## src/rtl/phy_mgmt_pkg.sv

```systemverilog
package phy_mgmt_pkg;

  localparam int          REG_ADDR_W        = 5;
  localparam int          REG_DATA_W        = 16;
  localparam int          REG_COUNT         = 32;
  localparam int          STD_REG_COUNT     = 16;
  localparam logic [4:0]  PHY_BASIC_CONTROL = 5'h00;
  localparam logic [4:0]  VENDOR_REG_FIRST  = 5'h10;

  // bit positions of the basic control register
  localparam int CTL_SOFT_RESET  = 15;
  localparam int CTL_LOOPBACK    = 14;
  localparam int CTL_SPEED_100   = 13;
  localparam int CTL_AUTONEG_EN  = 12;
  localparam int CTL_POWER_DOWN  = 11;
  localparam int CTL_ISOLATE     = 10;
  localparam int CTL_AUTONEG_RST = 9;
  localparam int CTL_FULL_DUPLEX = 8;
  localparam int CTL_COL_TEST    = 7;

  localparam logic CTL_LOOPBACK_RST    = 1'b0;
  localparam logic CTL_POWER_DOWN_RST  = 1'b0;
  localparam logic CTL_ISOLATE_RST     = 1'b0;
  localparam logic CTL_FULL_DUPLEX_RST = 1'b1;
  localparam logic CTL_COL_TEST_RST    = 1'b0;

  // cycles the internal soft reset pulse is held
  localparam int SOFT_RESET_CYCLES = 4;

  typedef struct packed {
    logic                  wr;
    logic                  rd;
    logic [REG_ADDR_W-1:0] addr;
    logic [REG_DATA_W-1:0] wdata;
  } mgmt_req_s;

  typedef struct packed {
    logic loopback;
    logic speed_100;
    logic full_duplex;
    logic autoneg_en;
    logic power_down;
    logic isolate;
    logic col_test;
  } phy_mode_s;

endpackage

```

## src/rtl/phy_basic_control_register.sv

```systemverilog
`timescale 1ns/1ps
module phy_basic_control_register #(
  parameter int REG_NUM = phy_mgmt_pkg::REG_COUNT
) (
  input  wire logic                                i_clk,
  input  wire logic                                i_srst,
  input  wire logic                                i_speed_negotiation_strap,
  input  wire logic                                i_wr,
  input  wire logic                                i_rd,
  input  wire logic [phy_mgmt_pkg::REG_ADDR_W-1:0] i_addr,
  input  wire logic [phy_mgmt_pkg::REG_DATA_W-1:0] i_wdata,
  output logic      [phy_mgmt_pkg::REG_DATA_W-1:0] o_rdata,
  output logic                                     o_rvalid,
  input  wire logic                                i_an_speed_100,
  input  wire logic                                i_an_full_duplex,
  output logic                                     o_loopback,
  output logic                                     o_speed_100,
  output logic                                     o_full_duplex,
  output logic                                     o_autoneg_en,
  output logic                                     o_autoneg_restart,
  output logic                                     o_power_down,
  output logic                                     o_isolate,
  output logic                                     o_col_test,
  output logic                                     o_soft_reset,
  output logic                                     o_vendor_sel
);
  localparam int DW = phy_mgmt_pkg::REG_DATA_W;

  // elaboration checks: the word layout below is fixed by hand
  if (REG_NUM != phy_mgmt_pkg::REG_COUNT)
  begin
    $error("register space must hold 32 registers");
  end
  if ((1 << phy_mgmt_pkg::REG_ADDR_W) != REG_NUM)
  begin
    $error("address width does not span the register space");
  end
  if (phy_mgmt_pkg::VENDOR_REG_FIRST != phy_mgmt_pkg::STD_REG_COUNT)
  begin
    $error("vendor registers must follow the standard ones");
  end
  if (phy_mgmt_pkg::PHY_BASIC_CONTROL >= phy_mgmt_pkg::VENDOR_REG_FIRST)
  begin
    $error("control register must sit in the standard range");
  end
  if (DW != 16 || phy_mgmt_pkg::CTL_SOFT_RESET != DW - 1 || phy_mgmt_pkg::CTL_COL_TEST != 7)
  begin
    $error("bit positions out of step with the control word");
  end
  if (phy_mgmt_pkg::SOFT_RESET_CYCLES < 1)
  begin
    $error("soft reset needs at least one cycle");
  end

  logic strap_meta_q;
  logic strap_sync_q;
  logic strap_lat_q;
  logic lat_pend_q;
  logic start_q;
  logic soft_busy;
  logic loc_rst;
  phy_mgmt_pkg::mgmt_req_s  req;
  phy_mgmt_pkg::phy_mode_s  mode_q;
  phy_mgmt_pkg::phy_mode_s  mode_d;
  logic                     an_restart_q;
  logic [DW-1:0]            ctl_word;
  logic [DW-1:0]            rdata_q;
  logic [DW-1:0]            rdata_d;
  logic                     rvalid_q;
  logic                     sel_ctl;
  logic                     wr_ctl;
  logic                     rst_req;
  logic                     rst_clears_pd;
  logic                     rst_fires;
  logic                     wr_fields;
  logic                     an_restart_d;

  assign req.wr    = i_wr;
  assign req.rd    = i_rd;
  assign req.addr  = i_addr;
  assign req.wdata = i_wdata;

  assign sel_ctl       = (req.addr == phy_mgmt_pkg::PHY_BASIC_CONTROL);
  assign wr_ctl        = req.wr && sel_ctl;
  assign rst_req       = wr_ctl && req.wdata[phy_mgmt_pkg::CTL_SOFT_RESET];
  // leaving power-down takes a write of its own, so the reset is held back
  assign rst_clears_pd = rst_req && mode_q.power_down;
  // a reset write in the launch cycle would reload the counter and stretch the pulse
  assign rst_fires     = rst_req && !mode_q.power_down && !start_q;
  // soft reset reuses the hardware reset path for every mode bit
  assign loc_rst       = i_srst || soft_busy;
  assign wr_fields     = wr_ctl && !rst_req;
  assign an_restart_d  = wr_fields && req.wdata[phy_mgmt_pkg::CTL_AUTONEG_RST];

  phy_soft_reset_gen #(
    .CYCLES (phy_mgmt_pkg::SOFT_RESET_CYCLES)
  ) u_soft_reset (
    .i_clk   (i_clk),
    .i_srst  (i_srst),
    .i_start (start_q),
    .o_busy  (soft_busy)
  );

  // strap comes from a pin: two stages before use
  always_ff @(posedge i_clk)
  begin
    strap_meta_q <= i_speed_negotiation_strap;
    strap_sync_q <= strap_meta_q;
  end

  // strap followed while any reset runs and frozen at release
  always_ff @(posedge i_clk)
  begin
    lat_pend_q <= loc_rst;
    if (loc_rst)
      strap_lat_q <= strap_sync_q;
  end

  always_comb
  begin
    mode_d = mode_q;
    if (lat_pend_q)
    begin
      mode_d.speed_100  = strap_lat_q;
      mode_d.autoneg_en = strap_lat_q;
    end
    // a host write in the release cycle wins over the strap default
    if (wr_fields)
    begin
      mode_d.loopback    = req.wdata[phy_mgmt_pkg::CTL_LOOPBACK];
      mode_d.speed_100   = req.wdata[phy_mgmt_pkg::CTL_SPEED_100];
      mode_d.autoneg_en  = req.wdata[phy_mgmt_pkg::CTL_AUTONEG_EN];
      mode_d.power_down  = req.wdata[phy_mgmt_pkg::CTL_POWER_DOWN];
      mode_d.isolate     = req.wdata[phy_mgmt_pkg::CTL_ISOLATE];
      mode_d.full_duplex = req.wdata[phy_mgmt_pkg::CTL_FULL_DUPLEX];
      mode_d.col_test    = req.wdata[phy_mgmt_pkg::CTL_COL_TEST];
    end
    if (rst_clears_pd)
      mode_d.power_down = 1'b0;
  end

  always_ff @(posedge i_clk)
  begin
    // speed and negotiation enable read zero until the strap is applied at release
    if (loc_rst)
    begin
      mode_q.loopback    <= phy_mgmt_pkg::CTL_LOOPBACK_RST;
      mode_q.speed_100   <= 1'b0;
      mode_q.autoneg_en  <= 1'b0;
      mode_q.power_down  <= phy_mgmt_pkg::CTL_POWER_DOWN_RST;
      mode_q.isolate     <= phy_mgmt_pkg::CTL_ISOLATE_RST;
      mode_q.full_duplex <= phy_mgmt_pkg::CTL_FULL_DUPLEX_RST;
      mode_q.col_test    <= phy_mgmt_pkg::CTL_COL_TEST_RST;
      an_restart_q       <= 1'b0;
      start_q            <= 1'b0;
    end
    else
    begin
      mode_q       <= mode_d;
      // one-cycle pulse, kept out of the read word, so the bit is never seen set on read
      an_restart_q <= an_restart_d;
      start_q      <= rst_fires;
    end
  end

  // self-clearing bits read zero, reserved low bits read zero
  assign ctl_word = {1'b0,
                     mode_q.loopback,
                     mode_q.speed_100,
                     mode_q.autoneg_en,
                     mode_q.power_down,
                     mode_q.isolate,
                     1'b0,
                     mode_q.full_duplex,
                     mode_q.col_test,
                     7'h00};

  // vendor and unimplemented addresses answer zero
  assign rdata_d = sel_ctl ? ctl_word : 16'h0000;

  // only the hardware reset clears read data, so a read during a soft reset still answers
  always_ff @(posedge i_clk)
  begin
    if (i_srst)
    begin
      rdata_q  <= 16'h0000;
      rvalid_q <= 1'b0;
    end
    else
    begin
      rvalid_q <= req.rd;
      if (req.rd)
        rdata_q <= rdata_d;
    end
  end

  assign o_rdata           = rdata_q;
  assign o_rvalid          = rvalid_q;
  assign o_loopback        = mode_q.loopback;
  // negotiated result wins while negotiation is enabled
  assign o_speed_100       = mode_q.autoneg_en ? i_an_speed_100 : mode_q.speed_100;
  assign o_full_duplex     = mode_q.autoneg_en ? i_an_full_duplex : mode_q.full_duplex;
  assign o_autoneg_en      = mode_q.autoneg_en;
  assign o_autoneg_restart = an_restart_q;
  assign o_power_down      = mode_q.power_down;
  assign o_isolate         = mode_q.isolate;
  assign o_col_test        = mode_q.col_test;
  assign o_soft_reset      = soft_busy;
  assign o_vendor_sel      = (req.addr >= phy_mgmt_pkg::VENDOR_REG_FIRST);
endmodule

```

## src/rtl/phy_soft_reset_gen.sv

```systemverilog
`timescale 1ns/1ps
module phy_soft_reset_gen #(
  parameter int CYCLES = phy_mgmt_pkg::SOFT_RESET_CYCLES
) (
  input  wire logic i_clk,
  input  wire logic i_srst,
  input  wire logic i_start,
  output logic      o_busy
);
  localparam int CW = $clog2(CYCLES + 1);

  logic [CW-1:0] cnt_q;
  logic [CW-1:0] cnt_d;

  if (CYCLES < 1)
  begin
    $error("CYCLES must be at least 1");
  end

  assign cnt_d = i_start ? CW'(CYCLES) : ((cnt_q != '0) ? cnt_q - CW'(1) : cnt_q);
  assign o_busy = (cnt_q != '0);

  always_ff @(posedge i_clk)
  begin
    if (i_srst)
      cnt_q <= '0;
    else
      cnt_q <= cnt_d;
  end
endmodule
```

## config.mk

```make
export PLATFORM = sky130hd
export DESIGN_NAME = phy_basic_control_register
export DESIGN_NICKNAME = d
export VERILOG_FILES = /design/src/rtl/phy_mgmt_pkg.sv /design/src/rtl/phy_basic_control_register.sv /design/src/rtl/phy_soft_reset_gen.sv
export SDC_FILE = /design/constraint.sdc
export NUM_CORES = 1
export LEC_CHECK = 0
export BUFFER_PORTS_ARGS = -buffer_cell sky130_fd_sc_hd__buf_2
export CORE_MARGIN = 3
export CORE_UTILIZATION = 44
export DETAILED_ROUTE_END_ITERATION = 6
export HOLD_SLACK_MARGIN = 0.06
export PLACE_DENSITY = 0.76
export SYNTH_ARGS = -nofsm -noshare
export SYNTH_HDL_FRONTEND = slang
export SYNTH_SLANG_ARGS = --single-unit
```

## constraint.sdc

```tcl
create_clock -name i_clk -period 1.6 [get_ports i_clk]
set_input_delay 0.16 -clock i_clk [delete_from_list [all_inputs] [get_ports i_clk]]
set_output_delay 0.16 -clock i_clk [all_outputs]
set_load 0.02 [all_outputs]
```

# Yosys cells after proc, flatten, opt, wreduce, memory -nomap -nowiden
# Index checks and enable logic that the tools add are counted.
[classes] add_sub_neg=1 n_reduce_logical=17 n_mux=7 n_lt_le_gt_ge=1
[ops] operator="$mux 15" n=1
[ops] operator="$logic_and 1x1->1" n=7
[ops] operator="$mux 3" n=2
[ops] operator="$mux 6" n=1
[ops] operator="$ge 5x5->1 const B" n=1
[ops] operator="$logic_not 5->1" n=1
[ops] operator="$reduce_bool 2->1" n=2
[ops] operator="$reduce_or 2->1" n=2
[ops] operator="$logic_not 1->1" n=3
[ops] operator="$mux 1" n=3
[ops] operator="$reduce_bool 3->1" n=1
[ops] operator="$sub 3x1->3 const B" n=1
[ops] operator="$logic_or 1x1->1" n=1
[totals] elab_cells=43 inputBits=28 regBits=33 out_inout_bits=27

# Depth between registers and ports, before layout
# Gate-level depths: netlist of the first run.
[logic_depth] ltp_word=6 ltp_mapped=6 mapped_depth_nobuf=6

# Cells and area by module
# Synthesis of the first run repeated with hierarchy kept, for this count alone.
[unflattened] hier_cells=111 hier_area_um2=1096.1
[modules_own_cells] module="phy_basic_control_register" area_per_inst_um2=925.9 cells_per_inst=93 n_inst=1
[modules_own_cells] module="phy_soft_reset_gen" area_per_inst_um2=170.2 cells_per_inst=18 n_inst=1

# Worst setup path after synthesis of the first run
# Ideal clock, no wire load.
[synth_path] kind="register to register" startpoint="reg u_soft_reset.cnt_q[0]" endpoint="reg strap_lat_q (enable)" stages_incl_launch_ff=6 arrival_time_ns=1.135 n_path_buf=0 period_less_slack_ns=1.445 slack_ns=0.155 required_ns=1.290 setup_ns=0.310 cell_sequence="dfxtp_1 inv_1 ha_1 ha_1 and2b_1 inv_1"
[synth_between] elab_chain_len=2
[synth_lines] element="from (decl)" line="phy_soft_reset_gen.sv:12" rtl="logic [CW-1:0] cnt_q;"
[synth_lines] element="from (signal assigned)" line="phy_soft_reset_gen.sv:28" rtl="cnt_q <= cnt_d;"
[synth_lines] element="$reduce_bool 3->1" line="phy_soft_reset_gen.sv:21" rtl="assign o_busy = (cnt_q != '0);"
[synth_lines] element="$logic_or 1x1->1" line="phy_basic_control_register.sv:91" rtl="assign loc_rst = i_srst || soft_busy;"
[synth_lines] element="net loc_rst" line="phy_basic_control_register.sv:61" rtl="logic loc_rst;"
[synth_lines] element="to (signal assigned)" line="phy_basic_control_register.sv:116" rtl="strap_lat_q <= strap_sync_q;"
[synth_lines] element="to (decl)" line="phy_basic_control_register.sv:57" rtl="logic strap_lat_q;"
# The timed path passes the listed nets, and every way through them passes these cells.
# A chain may end at the register's enable or synchronous reset.

# Worst setup path after layout of the first run
[layout_path] startpoint="reg u_soft_reset.cnt_q[0]" endpoint="out o_soft_reset"
[layout_between] elab_chain_len=1
[layout_lines] element="$reduce_bool 3->1" line="phy_soft_reset_gen.sv:21"
[layout_lines] element="to (decl)" line="phy_basic_control_register.sv:24" rtl="output logic o_soft_reset,"
# Every way passes these cells.

==> results of run 1 <==
-- report_power, final --
group,switching (mW),total (mW),internal [mW],leakage [nW]
registers,0.0343,0.694,0.660,0.198
clock network,0.182,0.373,0.191,0.0261
logic,0.263,0.480,0.217,0.368
total,0.480,1.55,1.07,0.592
-- cells by family (layout without fill, tap and decap cells) --
group                      after synthesis  count (layout)  synth area share
other                                    1               9           0.00344
buffers and inverters                   19              52            0.0977
muxes                                    5               5            0.0506
and+or+nand+nor                         41              41             0.267
DFF                                     24              24             0.451
adders and majority gates                3               3            0.0345
AOI/OAI and AO/OA                       18              18            0.0885
xor gates and xnor gates                 1               1           0.00805
-- cell usage after synthesis, drive strengths merged --
master and number:
nor4b 2, buf 10, nand4 8, a21oi 13, nor3b 1, o21ai 4, nor2b 1, mux2i 1
edfxtp 1, and2b 1, nor3 7, nand3b 1, nand2b 7, or3 1, nand3 6, dfxtp 23
xor2 1, ha 3, nand2 1, clkbuf 3, inv 6, and2 1, a211oi 1, or4b 1
mux2 4, nor2 3, conb 1
-- worst max-delay path, delay by kind of cell, from the launching register on --
| kind | cells | cell delay [ps] |
|---|---|---|
| fa+ha+maj | 2 | 340 |
| flops | 1 | 350 |
| buf+inv | 4 | 360 |
-- what timing repair did --
item / in CTS / in global routing
gates resized for setup: 4 / 2
hold buffers: 1 / 0
setup buffers: 1 / 0
endpoints found under the hold margin: 1 / 0
setup endpoints to repair: 1 / 1
-- worst max path at each step --
stage                                             from                    end  cells past startpoint
floorplan           u_soft_reset.cnt_q[0]$_SDFFE_PP0P_  strap_lat_q$_DFFE_PP_                      5
global placement    u_soft_reset.cnt_q[0]$_SDFFE_PP0P_  strap_lat_q$_DFFE_PP_                      5
detailed placement  u_soft_reset.cnt_q[0]$_SDFFE_PP0P_  strap_lat_q$_DFFE_PP_                      5
CTS                 u_soft_reset.cnt_q[0]$_SDFFE_PP0P_           o_soft_reset                      6
global route        u_soft_reset.cnt_q[0]$_SDFFE_PP0P_           o_soft_reset                      6
finish              u_soft_reset.cnt_q[0]$_SDFFE_PP0P_           o_soft_reset                      6
-- cell type report --
class	instances	area, um2
Clock buffer	4	47.5
Sequential cell	24	492
Inverter	6	22.5
Timing Repair Buffer	42	229
Tap cell	28	35.0
Multi-Input combinational cell	77	527
Fill cell	195	923
-- flip-flops by register name (all words and copies together) (netlist names) --
| register | flops |
|---|---|
| strap_lat_q | 1 |
| strap_sync_q | 1 |
| o_rdata | 7 |
| o_col_test | 1 |
| o_power_down | 1 |
| o_rvalid | 1 |
| o_autoneg_en | 1 |
| o_loopback | 1 |
| o_isolate | 1 |
| ctl_word | 2 |
| start_q | 1 |
| u_soft_reset.cnt_q | 3 |
| lat_pend_q | 1 |
| strap_meta_q | 1 |
| o_autoneg_restart | 1 |
-- per-layer routing --
| metal | up-vias | GRT usage | part of all wire |
|---|---|---|---|
| li1 | 459 | - | - |
| met1 | 436 | 0.163 | 0.42 |
| met2 | 31 | 0.264 | 0.50 |
| met3 | 4 | 0.0302 | 0.062 |
| met4 | 0 | 0.0625 | 0.018 |
| met5 | - | 0 | 0 |
-- through the flow --
| step | util | hold WS [ps] |
|---|---|---|
| floorplan | - | 188 |
| global placement | 0.560 | 265 |
| detailed placement | 0.560 | 265 |
| CTS | 0.592 | 83.9 |
| global route | 0.594 | 72.8 |
| finish | 0.594 | 83.5 |
==> flow_metrics.py, run 1 <==
metrics = {
    "setup_path": {
        "cp_max_fo": 5,
        "path_class": "flop to output port",
        "cp-end-kind": "output port",
        "worst-endpoint-required_ps": 1440,
        "cp.arrival_ps": 1350,
        "timing.rr.start": "u_soft_reset.cnt_q[0]$_SDFFE_PP0P_",
        "r2r_cells": 5,
        "r2r_end": "strap_lat_q$_DFFE_PP_",
        "path_common_cell": "ha_2",
        "cpMaxStageDelayCell": "dfxtp_2",
        "slowest_delay_ps": 350,
        "crit_path_start_kind": "flop",
        "r2r_setup_slack_ps": 180,
        "worstPathCellList": "inv_1 -> ha_2 -> ha_2 -> buf_4 -> inv_2 -> buf_6",
    },
    "pwr": {
        "p_leak_nw": 0.592,
        "power.density_mw_per_mm2": 1140,
        "peakVddDrop_uv": 853,
        "finalPower_mw": 1.55,
    },
    "clock_network": {
        "cts.sinks": 24,
        "clk_latency_ps": 310,
        "clkTransAtPathRegs_ps": 130,
        "clock-root-buffer": "clkbuf_4",
        "cts_inserted_buffers": 3,
        "ctsLongestPathBuffers": 2,
        "htree_levels": 1,
        "cts_tree": "done",
    },
    "sta": {
        "setup_violations": 0,
        "fmax_ghz": 0.661,
        "fin_crit_sh": 0.945,
        "slew_viol_final": 0,
        "rsz0062_at_grt": "false",
        "finalWorstSetupSlack_ps": 87.8,
        "tns_ps": 0,
        "post-route-min-period_ps": 1510,
        "final_hold_viol_count": 0,
        "skew_ps": 3.97,
    },
    "min_path": {
        "min_to": "o_autoneg_restart$_SDFF_PP0_",
        "hold_path.startpoint": "i_wdata[15]",
        "holdPathStages": 2,
        "hold_class": "input pin to flop",
    },
    "route": {
        "drc": 0,
        "via_per_inst": 5.14,
        "vias": 930,
        "totalWireLength_um": 2170,
        "wl_per_cell_um": 12.0,
        "drtIter0Drc": 8,
        "first_pass_iters": 4,
        "ant_nets": 0,
    },
    "yosys": {
        "yosysWarnings": 0,
        "syn_avg_cell_area_um2": 9.72,
        "yosysTopAreaCell": "dfxtp_1",
        "yosysSeqAreaShare": 0.451,
        "syn_area_mm2": 0.00109,
        "synth-seq-cells": 24,
        "netlist_instances": 112,
        "ys_types": 32,
        "synth_area_leaders": "dfxtp_1 42%, buf_4 6.2%, a21oi_1 6.0%, nand4_1 4.6%, mux2_2 4.1%",
        "netlist.area_leader.share": 0.423,
    },
    "placed_design": {
        "place_ws_ps": 107,
        "port_buffers": 38,
        "place.gp.congestion": 0.739,
        "place_area_mm2": 0.00127,
        "hpwlAfterDp_um": 1710,
        "dpl.cell_count": 175,
    },
    "global_route": {
        "overflow": 0,
        "track_usage": 0.146,
        "antenna_found_initial": 0,
        "grt_pass1_wl_um": 3680,
        "grt_max_degree": 16,
        "grt_pass1_vias": 894,
    },
    "final_layout": {
        "final_cell_mix": "37 x buf_2, 22 x dfxtp_1, 13 x a21oi_1",
        "synthToLayoutAreaGrowth_pct": 24.3,
        "design_area_mm2": 0.00135,
        "final_common_cell": "buf_2",
        "drive_gt1_frac": 0.405,
        "antenna-diode-count": 0,
        "stdcell_count": 181,
        "fin_nets": 185,
    },
    "job": {
        "drv_cap": 0,
    },
    "floorplanning": {
        "dieWidth_um": 55.7,
        "core_area_mm2": 0.00228,
        "die_area_mm2": 0.00311,
        "die_height_um": 55.7,
        "rows": 17,
        "start_util": 0.478,
        "boundaryPins": 55,
    },
    "status": {
        "outcome": "completed",
    },
}
No activity file was read; power rests on OpenSTA's default activity.
==> run 2, diff against run 1 <==
--- a/config.mk
+++ b/config.mk
@@ -6,8 +6,10 @@
 export NUM_CORES = 1
 export LEC_CHECK = 0
 export BUFFER_PORTS_ARGS = -buffer_cell sky130_fd_sc_hd__buf_2
+export CELL_PAD_IN_SITES_DETAIL_PLACEMENT = 1
+export CELL_PAD_IN_SITES_GLOBAL_PLACEMENT = 2
 export CORE_MARGIN = 3
-export CORE_UTILIZATION = 44
+export CORE_UTILIZATION = 25
 export DETAILED_ROUTE_END_ITERATION = 6
 export HOLD_SLACK_MARGIN = 0.06
 export PLACE_DENSITY = 0.76
==> flow_metrics.py, run 2 (same netlist as run 1, synthesis figures left out) <==
metrics = {
    "final_layout": {
        "antenna-diode-count": 0,
        "synthToLayoutAreaGrowth_pct": 26.9,
        "design_area_mm2": 0.00138,
        "final_common_cell": "buf_2",
        "fin_nets": 186,
        "fin_util": 0.338,
        "drive_gt1_frac": 0.396,
        "largest_reg_flops": 7,
        "fill_cells": 505,
        "stdcell_count": 204,
        "final_cell_mix": "37 x buf_2, 21 x dfxtp_1, 13 x a21oi_1",
    },
    "setup_path": {
        "path_class": "flop to output port",
        "cp-end-kind": "output port",
        "timing.rr.start": "u_soft_reset.cnt_q[0]$_SDFFE_PP0P_",
        "cp_max_fo": 5,
        "worst-endpoint-required_ps": 1440,
        "cp.arrival_ps": 1360,
        "r2r_cells": 7,
        "crit_path_start_kind": "flop",
        "worst_setup_path_startpoint": "u_soft_reset.cnt_q[0]$_SDFFE_PP0P_",
    },
    "pwr": {
        "finalPower_mw": 1.56,
        "power.density_mw_per_mm2": 1130,
        "p_leak_nw": 0.595,
        "peakVddDrop_uv": 393,
    },
    "clock_network": {
        "cts_tree": "done",
        "htree_levels": 1,
        "clkTransAtPathRegs_ps": 90,
        "clock-root-buffer": "clkbuf_8",
        "ctsLongestPathBuffers": 2,
        "cts_inserted_buffers": 3,
        "clk_latency_ps": 270,
        "cts.sinks": 24,
    },
    "sta": {
        "skew_ps": 5.44,
        "final_hold_viol_count": 0,
        "fmax_ghz": 0.658,
        "holdWs_ps": 140,
        "rsz0062_at_grt": "false",
        "fin_crit_sh": 0.951,
        "post-route-min-period_ps": 1520,
        "slew_viol_final": 0,
        "finalWorstSetupSlack_ps": 79.1,
        "setup_violations": 0,
        "tns_ps": 0,
    },
    "floorplanning": {
        "rows": 23,
        "die_area_mm2": 0.00518,
        "die_height_um": 72.0,
        "boundaryPins": 55,
        "start_util": 0.266,
        "dieWidth_um": 72.0,
        "core_area_mm2": 0.00409,
    },
    "min_path": {
        "hold_path.startpoint": "i_wdata[8]",
        "hold_class": "input pin to flop",
        "holdPathStages": 3,
    },
    "placed_design": {
        "place_ws_ps": 136,
        "port_buffers": 38,
        "place_area_mm2": 0.00131,
        "dpl.cell_count": 198,
        "place.gp.congestion": 0.726,
        "hpwlAfterDp_um": 2170,
    },
    "global_route": {
        "overflow": 0,
        "antenna_found_initial": 0,
        "grt_pass1_wl_um": 4530,
        "track_usage": 0.110,
        "grt_max_degree": 16,
        "grt_pass1_vias": 1008,
    },
    "route": {
        "drc": 0,
        "first_pass_iters": 4,
        "ant_nets": 0,
        "wl_per_cell_um": 13.4,
        "drtIter0Drc": 35,
        "totalWireLength_um": 2730,
        "via_per_inst": 4.58,
        "vias": 934,
    },
    "job": {
        "drv_cap": 0,
    },
    "status": {
        "outcome": "completed",
    },
}
-- run 2: what timing repair did --
item,CTS,global route
gates resized for setup,2,3
buffers inserted,0,1
setup endpoints to repair,1,1
endpoints found under the hold margin,1,0
hold buffers,1,0
-- run 2: cell type report --
type                    count  area (um2)  area share
repair buffers             43         236       0.171
inverters                   6        22.5      0.0163
well taps                  50        62.6      0.0453
flip-flops and latches     24         493       0.357
clock buffers               4        45.0      0.0326
multi-input cells          77         522       0.378
-- run 2: routing by layer --
layer  track usage  up-vias  wire length (um)
li1              -      456                 -
met3        0.0263        4               179
met2         0.200       31              1400
met5             0        -                 0
met4        0.0438        0                41
met1         0.124      443              1110
-- run 2: worst max-delay path, cell delays in order (launching register included) --
cell and delay, ps:
dfxtp_2 330, inv_1 40, ha_1 200, ha_1 190, buf_4 160, inv_2 70
buf_6 110
-- run 2: final timing paths --
check | end | slack [ps]
max reg2reg | o_col_test$_SDFFE_PP0P_ | 180
min reg2reg | strap_sync_q$_DFF_P_ | 350
max | o_soft_reset | 80
min | ctl_word[8]$_SDFFE_PP1P_ | 140
-- run 2: power by group --
part	internal [mW]	total [mW]	switching, mW
sequential	0.661	0.694	0.0326
clock	0.178	0.368	0.190
combinational	0.223	0.500	0.277
total	1.06	1.56	0.500
